`config.mk`:
```
export PLATFORM = sky130hd
export DESIGN_NAME = hsp_serial_port
export DESIGN_NICKNAME = d
export VERILOG_FILES = /design/src/rtl/hsp_pkg.sv /design/src/rtl/hsp_serial_port.sv
export SDC_FILE = /design/constraint.sdc
export NUM_CORES = 1
export LEC_CHECK = 0
export BUFFER_PORTS_ARGS = -buffer_cell sky130_fd_sc_hd__buf_2
export CAP_MARGIN = 10
export CORE_ASPECT_RATIO = 1.2
export CORE_MARGIN = 1.5
export CORE_UTILIZATION = 30
export DETAILED_ROUTE_END_ITERATION = 8
export PLACE_DENSITY_LB_ADDON = 0.12
export SYNTH_ARGS = -nofsm -noshare
export SYNTH_HDL_FRONTEND = slang
export SYNTH_SLANG_ARGS = --single-unit
```
`constraint.sdc`:
```
create_clock -name REF_CLK_I -period 2 [get_ports REF_CLK_I]
set_input_delay 0.2 -clock REF_CLK_I [delete_from_list [all_inputs] [get_ports REF_CLK_I]]
set_output_delay 0.2 -clock REF_CLK_I [all_outputs]
set_load 0.005 [all_outputs]
```
`src/rtl/hsp_pkg.sv`:
```
`default_nettype none
package hsp_pkg;
  // widths
  localparam int ADDR_W = 4;
  localparam int BYTE_W = 8;
  localparam int CNT_W = 3;
  // bit counter figures
  localparam logic [CNT_W-1:0] CNT_ZERO = 3'h0;
  localparam logic [CNT_W-1:0] CNT_ONE = 3'h1;
  localparam logic [CNT_W-1:0] CNT_LAST = 3'h7;
  // register addresses seen by this port
  localparam logic [ADDR_W-1:0] ADDR_CONTROL_REGISTER = 4'h0;
  localparam logic [ADDR_W-1:0] ADDR_FLAG_REGISTER = 4'h1;
  localparam logic [ADDR_W-1:0] ADDR_RECEIVE_FIFO = 4'hE;
  localparam logic [ADDR_W-1:0] ADDR_TRANSMIT_FIFO = 4'hE;
  // control byte layout: address in the low nibble, read select above it
  localparam int CTL_ADDR_LSB = 0;
  localparam int CTL_RD_BIT = 4;
  // byte shown for a read that standby forbids
  localparam logic [BYTE_W-1:0] STBY_FILL = 8'hFF;
  // synchronised pin vector layout and idle levels
  localparam int PIN_N = 5;
  localparam int PIN_SCK = 0;
  localparam int PIN_CS = 1;
  localparam int PIN_CMD = 2;
  localparam int PIN_SEL = 3;
  localparam int PIN_DIN = 4;
  localparam logic [PIN_N-1:0] PIN_IDLE = 5'h1F;

  // transfer phases, one-hot
  typedef enum logic [2:0] {
    ST_CTRL = 3'h1,
    ST_WRITE = 3'h2,
    ST_READ = 3'h4
  } hsp_st_e;

  // one completed register write
  typedef struct packed {
    logic valid;
    logic [ADDR_W-1:0] addr;
    logic [BYTE_W-1:0] data;
  } hsp_wr_s;
endpackage : hsp_pkg
`default_nettype wire

```
`src/rtl/hsp_serial_port.sv`:
```
// Operation
// mode pin high selects three-wire, low selects two-wire operation.
// three-wire reads shift each bit out on the serial output at falling clock.
// three-wire writes capture the input line on rising clock edges.
// three-wire serial output shows 1 in control and write mode, data when reading.
// two-wire reads turn the shared line to output, bits on falling clock.
// two-wire writes and control keep the shared line input, sampled on rising clock.
// two-wire mode keeps the dedicated serial output in high impedance.
// reset or deselect: shared line input, serial output high impedance.
// command select high is control mode; its byte gives address and direction.
// after reset the port is set for a write to address zero.
// control bytes need eight clocks; shorter fragments are discarded.
// after a read selection, command select low reads register bits on falling clocks.
// command select rising during a read clears the counter; receive fifo advances.
// after a write selection, command select low samples write data on rising clocks.
// the target register updates at the eighth rising edge; partial bytes ignored.
// host must not drive the shared line while the port drives it.
// a build parameter picks msb-first or lsb-first for every byte.
// in standby only control register writes and flag register reads are allowed.
`timescale 1ns/1ns
`default_nettype none
module hsp_serial_port #(
  parameter bit MSB_FIRST = 1'b1
) (
  // clock and reset
  input wire logic REF_CLK_I,
  input wire logic RST_N_I,
  // host pins
  input wire logic SCK_I,
  input wire logic CS_N_I,
  input wire logic CMD_SEL_I,
  input wire logic MODE_SEL_I,
  input wire logic SHARED_DATA_LINE_I,
  output logic SHARED_DATA_LINE_O,
  output logic SHARED_DATA_LINE_OE_O,
  output logic SER_OUT_O,
  output logic SER_OUT_OE_O,
  // register side
  input wire logic STANDBY_I,
  input wire logic [hsp_pkg::BYTE_W-1:0] RD_DATA_I,
  output logic [hsp_pkg::ADDR_W-1:0] RD_ADDR_O,
  output logic RD_POP_O,
  output hsp_pkg::hsp_wr_s WR_O
);

  // bit index of the cnt-th bit on the wire
  function automatic logic [hsp_pkg::CNT_W-1:0] wire_idx(input logic [hsp_pkg::CNT_W-1:0] cnt);
    wire_idx = MSB_FIRST ? (hsp_pkg::CNT_LAST - cnt) : cnt;
  endfunction : wire_idx

  // shift one received bit into a partial byte
  function automatic logic [hsp_pkg::BYTE_W-1:0] shift_in(input logic [hsp_pkg::BYTE_W-1:0] b, input logic d);
    shift_in = MSB_FIRST ? {b[hsp_pkg::BYTE_W-2:0], d} : {d, b[hsp_pkg::BYTE_W-1:1]};
  endfunction : shift_in

  logic [hsp_pkg::PIN_N-1:0] pin_vec;
  logic [hsp_pkg::PIN_N-1:0] s1_ff;
  logic [hsp_pkg::PIN_N-1:0] s2_ff;
  logic [hsp_pkg::PIN_N-1:0] s3_ff;
  logic [hsp_pkg::PIN_N-1:0] flt_ff;
  logic [hsp_pkg::PIN_N-1:0] prev_ff;
  logic rise;
  logic fall;
  logic cmd_edge;
  logic active;
  logic sel_f;
  logic din_f;
  hsp_pkg::hsp_st_e st_ff;
  hsp_pkg::hsp_st_e nxt_st;
  logic [hsp_pkg::CNT_W-1:0] cnt_ff;
  logic [hsp_pkg::BYTE_W-1:0] sh_ff;
  logic [hsp_pkg::BYTE_W-1:0] byte_now;
  logic [hsp_pkg::ADDR_W-1:0] addr_ff;
  logic rd_sel_ff;
  logic last_rise;
  logic rd_ok;
  logic wr_ok;
  logic [hsp_pkg::BYTE_W-1:0] rd_byte;
  logic [hsp_pkg::BYTE_W-1:0] out_byte_ff;
  logic out_bit_ff;

  assign pin_vec = {SHARED_DATA_LINE_I, MODE_SEL_I, CMD_SEL_I, CS_N_I, SCK_I};

  // three-stage sync; a level counts once stages two and three agree
  for (genvar g = 0; g < hsp_pkg::PIN_N; g++) begin : g_sync
    always_ff @(posedge REF_CLK_I or negedge RST_N_I) begin
      if (!RST_N_I) begin
        s1_ff[g] <= hsp_pkg::PIN_IDLE[g];
        s2_ff[g] <= hsp_pkg::PIN_IDLE[g];
        s3_ff[g] <= hsp_pkg::PIN_IDLE[g];
        flt_ff[g] <= hsp_pkg::PIN_IDLE[g];
        prev_ff[g] <= hsp_pkg::PIN_IDLE[g];
      end else begin
        s1_ff[g] <= pin_vec[g];
        s2_ff[g] <= s1_ff[g];
        s3_ff[g] <= s2_ff[g];
        if (s2_ff[g] == s3_ff[g]) begin
          flt_ff[g] <= s3_ff[g];
        end
        prev_ff[g] <= flt_ff[g];
      end
    end
  end

  // edges of the filtered host pins
  assign rise = flt_ff[hsp_pkg::PIN_SCK] & ~prev_ff[hsp_pkg::PIN_SCK];
  assign fall = ~flt_ff[hsp_pkg::PIN_SCK] & prev_ff[hsp_pkg::PIN_SCK];
  assign cmd_edge = flt_ff[hsp_pkg::PIN_CMD] ^ prev_ff[hsp_pkg::PIN_CMD];
  assign active = ~flt_ff[hsp_pkg::PIN_CS];
  assign sel_f = flt_ff[hsp_pkg::PIN_SEL];
  assign din_f = flt_ff[hsp_pkg::PIN_DIN];
  assign byte_now = shift_in(sh_ff, din_f);
  assign last_rise = active && rise && !cmd_edge && (st_ff != hsp_pkg::ST_READ) && (cnt_ff == hsp_pkg::CNT_LAST);

  // standby lets only control register writes and flag register reads through
  assign wr_ok = !STANDBY_I || (addr_ff == hsp_pkg::ADDR_CONTROL_REGISTER);
  assign rd_ok = !STANDBY_I || (addr_ff == hsp_pkg::ADDR_FLAG_REGISTER);
  assign rd_byte = rd_ok ? RD_DATA_I : hsp_pkg::STBY_FILL;

  // phase follows command select and the last direction chosen
  always_comb begin
    if (flt_ff[hsp_pkg::PIN_CMD]) begin
      nxt_st = hsp_pkg::ST_CTRL;
    end else if (rd_sel_ff) begin
      nxt_st = hsp_pkg::ST_READ;
    end else begin
      nxt_st = hsp_pkg::ST_WRITE;
    end
  end

  always_ff @(posedge REF_CLK_I or negedge RST_N_I) begin
    if (!RST_N_I) begin
      st_ff <= hsp_pkg::ST_CTRL;
    end else begin
      st_ff <= nxt_st;
    end
  end

  // bit counter; any command select change drops a partial byte
  always_ff @(posedge REF_CLK_I or negedge RST_N_I) begin
    if (!RST_N_I) begin
      cnt_ff <= hsp_pkg::CNT_ZERO;
    end else if (!active || cmd_edge) begin
      cnt_ff <= hsp_pkg::CNT_ZERO;
    end else if ((st_ff == hsp_pkg::ST_READ) ? fall : rise) begin
      cnt_ff <= cnt_ff + hsp_pkg::CNT_ONE; // wraps after eight bits
    end
  end

  // input shifter, rising edges in control and write phases
  always_ff @(posedge REF_CLK_I or negedge RST_N_I) begin
    if (!RST_N_I) begin
      sh_ff <= '0;
    end else if (active && rise && st_ff != hsp_pkg::ST_READ) begin
      sh_ff <= byte_now;
    end
  end

  // control byte: address and direction; reset leaves a write to address zero
  always_ff @(posedge REF_CLK_I or negedge RST_N_I) begin
    if (!RST_N_I) begin
      addr_ff <= hsp_pkg::ADDR_CONTROL_REGISTER;
      rd_sel_ff <= 1'b0;
    end else if (last_rise && st_ff == hsp_pkg::ST_CTRL) begin
      addr_ff <= byte_now[hsp_pkg::CTL_ADDR_LSB +: hsp_pkg::ADDR_W];
      rd_sel_ff <= byte_now[hsp_pkg::CTL_RD_BIT];
    end
  end

  // register write at the eighth rising edge; fifo consumer acts on the pulse after it
  always_ff @(posedge REF_CLK_I or negedge RST_N_I) begin
    if (!RST_N_I) begin
      WR_O <= '0;
    end else begin
      WR_O.valid <= last_rise && (st_ff == hsp_pkg::ST_WRITE) && wr_ok;
      WR_O.addr <= addr_ff;
      WR_O.data <= byte_now;
    end
  end

  // read shifter: a byte loads on its first falling edge, so a cut-short
  // receive fifo byte is already popped and the next read takes the next one
  always_ff @(posedge REF_CLK_I or negedge RST_N_I) begin
    if (!RST_N_I) begin
      out_byte_ff <= '0;
      out_bit_ff <= 1'b1;
      RD_POP_O <= 1'b0;
    end else begin
      RD_POP_O <= 1'b0;
      if (active && fall && !cmd_edge && st_ff == hsp_pkg::ST_READ) begin
        if (cnt_ff == hsp_pkg::CNT_ZERO) begin
          out_byte_ff <= rd_byte;
          out_bit_ff <= rd_byte[wire_idx(cnt_ff)];
          RD_POP_O <= rd_ok && (addr_ff == hsp_pkg::ADDR_RECEIVE_FIFO);
        end else begin
          out_bit_ff <= out_byte_ff[wire_idx(cnt_ff)];
        end
      end
    end
  end

  // read address toward the register file
  always_ff @(posedge REF_CLK_I or negedge RST_N_I) begin
    if (!RST_N_I) begin
      RD_ADDR_O <= hsp_pkg::ADDR_CONTROL_REGISTER;
    end else begin
      RD_ADDR_O <= addr_ff;
    end
  end

  // pin drivers; the host must keep off the shared line while its enable is high
  always_ff @(posedge REF_CLK_I or negedge RST_N_I) begin
    if (!RST_N_I) begin
      SER_OUT_O <= 1'b1;
      SER_OUT_OE_O <= 1'b0;
      SHARED_DATA_LINE_O <= 1'b1;
      SHARED_DATA_LINE_OE_O <= 1'b0;
    end else begin
      SER_OUT_OE_O <= active && sel_f;
      SER_OUT_O <= (st_ff == hsp_pkg::ST_READ) ? out_bit_ff : 1'b1;
      SHARED_DATA_LINE_OE_O <= active && !sel_f && (st_ff == hsp_pkg::ST_READ);
      SHARED_DATA_LINE_O <= out_bit_ff;
    end
  end
endmodule : hsp_serial_port
`default_nettype wire

```
==> results.md <==
- Run status: completed
- Yosys warnings: 0
- Unrepaired setup endpoints after global routing: false
- Root Driver: clkbuf_8
- Ordered list of cells on the worst path: xnor2_1, nand2b_1, nor4b_4, mux2_2
- Max-Cap Viols: 0
- Max incr delay on CP: 0.59 ns
- Vias in the first global route: ~1600
- Relative slew slack: approximately half
- Placer Congestion: 0.7171
- Pin count of the biggest net entering global routing: 67
- Worst Path Max Fanout: 6
- H-tree depth: 3
- Rows: 36
- Sequential fraction of the synthesis area: 68.17%
- Yosys reg bits: between 60 and 70
- Async S/R FF share, synth: 100.0%
- CTS tree: built
- Most frequent cell after synthesis: dfrtp_1
- Initial antenna violation count: 0
- Final Setup Violations: 0
- IO buf count: 37
- DIE WIDTH: between 80 and 90 um
- DRC viols: 0
- Net count after synthesis: about 190
- PwrDens: ~1000 mW/mm^2
- CP Data Required Time: roughly 2.2 ns
- Synth Instances: approximately 170
- Slowest CP cell: dfstp_2
- Syn_area_per_cell: between 10 and 15 um^2
- Detailed Routing Iterations Pass 1: 4
- Grt ovf: 0
- CP Buf/Inv Count: 0
- EDFF count, synth: 0
- Achievable frequency: 540.8 MHz
- Fin crit share: about 92%
- Area Growth Syn to Fin: 21.90%
- Area leader, netlist: dfrtp_1
- Num CTS Buffers: 9
- Worst-path clk slew: 0.07 ns
- Synthesized area: 0.002469 mm^2
- Hold/Removal Path Class: in -> reg
- Final instance area: ~0.0030 mm^2
- Worst endpoint data arrival time: around 2.1 ns
- Setup bufs post-CTS: 0
- Final total negative setup slack: 0 ns
- Initial core utilization: between 30% and 40%
- Routed len/inst: 14.27 um
- Pleak: ~1.4 nW
- Synth cell types: 34
- Clock tree sinks: 66
- Final Hold Fails: 0
- Delay-heaviest family, CP: simple AND/OR/NAND/NOR gates
- Detailed-placement wirelength estimate: slightly above 3 mm
- Later-pin clock latency in the skew report: 0.34 ns
- Antenna cells: 0
- Post-place instance area: 0.002768 mm^2
- Final Critical Period: 1.849 ns
- Boundary Pins: 38
- Post-layout nets: 238
- Vias: 1503
- Via density: around 4.7
- Fraction of layout instances using a drive strength above 1: roughly 47%
- Max Clock Skew: slightly below 0.007 ns
- Setup WS pre-CTS: 0.1342 ns
- First-pass GRT wire length: approximately 7.5 mm
- Detail Route Antenna Nets: 0
- Most used DFF post-synth: dfrtp_1
- DRT iter0 DRCs: between 80 and 90
- Max-slew violation count: 0
- Gr usage total: about an eighth
- Die Y: around 100 um
- Core ar.: 0.008063 mm^2
- Setup crit end kind: register
- CP Launch Type: register
- Final core utilization: around 37%
- Commonest cells in the netlist: dfrtp_1, dfstp_2, nor2_1, mux2_2, nand2_1
- Final WS setup: approximately 0.15 ns
- Synth top area share: roughly two fifths
- Clock Path Buffers: 2
- Die area: 0.008784 mm^2
- Peak supply drop: around 520 uV
- DRT Wirelength: approximately 4.6 mm
- Main area contributors after synthesis: dfrtp_1, dfstp_2, mux2_2
- Critical path class: reg -> reg
- Worst slew pin tran: between 0.7 and 0.8 ns
==> cells in the final DEF (no fill, tap or decap), types with 3 or more instances in the layout <==
cell and count:
a31oi_1 7, and3_2 4, buf_2 37, clkbuf_8 11, dfrtp_1 41, dfstp_2 25, dlygate4sd3_1 6, ha_1 3
inv_1 3, maj3_1 5, mux2_2 12, mux4_2 3, nand2_1 10, nand2b_1 5, nor2_1 13, o21ai_0 7
==> power breakdown <==
part | switching (mW) | internal, mW | total (mW)
registers | 0.112 | 1.53 | 1.64
clock network | 0.487 | 0.515 | 1.00
logic | 0.122 | 0.162 | 0.284
total | 0.720 | 2.20 | 2.92
==> sequential cells by signal, summed over array words and instances (netlist names), 3 cells and up <==
register     count
addr_ff          4
RD_ADDR_O        4
cnt_ff           3
s3_ff            5
sh_ff            7
WR_O             9
st_ff            3
flt_ff           3
s1_ff            5
s2_ff            5
out_byte_ff      8
==> stage by stage <==
step / instances / power (mW) / hold WS [ns]
6_report: 319 / 2.924 / 0.1129
5_1_grt: 319 / 3.077 / 0.1109
4_1_cts: 319 / 2.985 / 0.09919
3_5_place_dp: 297 / 1.942 / 0.2456
3_3_place_gp: 297 / 1.927 / 0.2383
2_1_floorplan: 168 / 1.769 / -0.09559
==> cell type report <==
type	count	area, um^2
fill	782	5054
clock buffer	12	155.1
inverter	3	11.26
multi-input combinational	93	734.5
clock inverter	4	26.28
tap	95	118.9
timing repair buffer	46	280.3
sequential	66	1683
==> worst reg2reg max path: cells and delay by family (launching register included) <==
| kind | cells | cell delay (ns) |
|---|---|---|
| muxes | 1 | 0.39 |
| DFF | 1 | 0.59 |
| xor gates and xnor gates | 1 | 0.13 |
| and+or+nand+nor | 2 | 0.63 |
==> per-layer routing <==
metal | routed length (um) | track usage [%] | vias up
li1 | - | - | 688
met1 | 1954 | 13.14 | 755
met2 | 2200 | 18.53 | 48
met3 | 243 | 3.958 | 12
met4 | 153 | 8.437 | 0
met5 | 0 | 0 | -
==> worst paths after layout <==
| kind | startpoint | endpoint | slack (ns) | cells after the start |
|---|---|---|---|---|
| max | flt_ff[2] | addr_ff[0] | 0.15 | 4 |
| max reg2reg | flt_ff[2] | addr_ff[0] | 0.15 | 4 |
| min reg2reg | s1_ff[2] | s2_ff[2] | 0.36 | 0 |
| min in group asynchronous | RST_N_I | RD_ADDR_O[2] | 0.40 | 3 |
| min | STANDBY_I | WR_O[12] | 0.11 | 2 |
| max in group asynchronous | RST_N_I | SHARED_DATA_LINE_O | 1.26 | 3 |
==> timing repair <==
item | in CTS | in global routing
endpoints found under the hold margin | 46 | 0
resized for setup | 0 | 0
hold buffers | 6 | 0
==> cell families after synthesis <==
family / after synthesis / synth area share [%]
fa+ha+maj: 8 / 3.548
simple gates: 49 / 12.47
buf+inv: 9 / 2.078
compound gates: 18 / 4.409
flops: 66 / 68.17
mux: 16 / 8.616
xor+xnor: 2 / 0.7097
(Power assumes the default switching activity.)
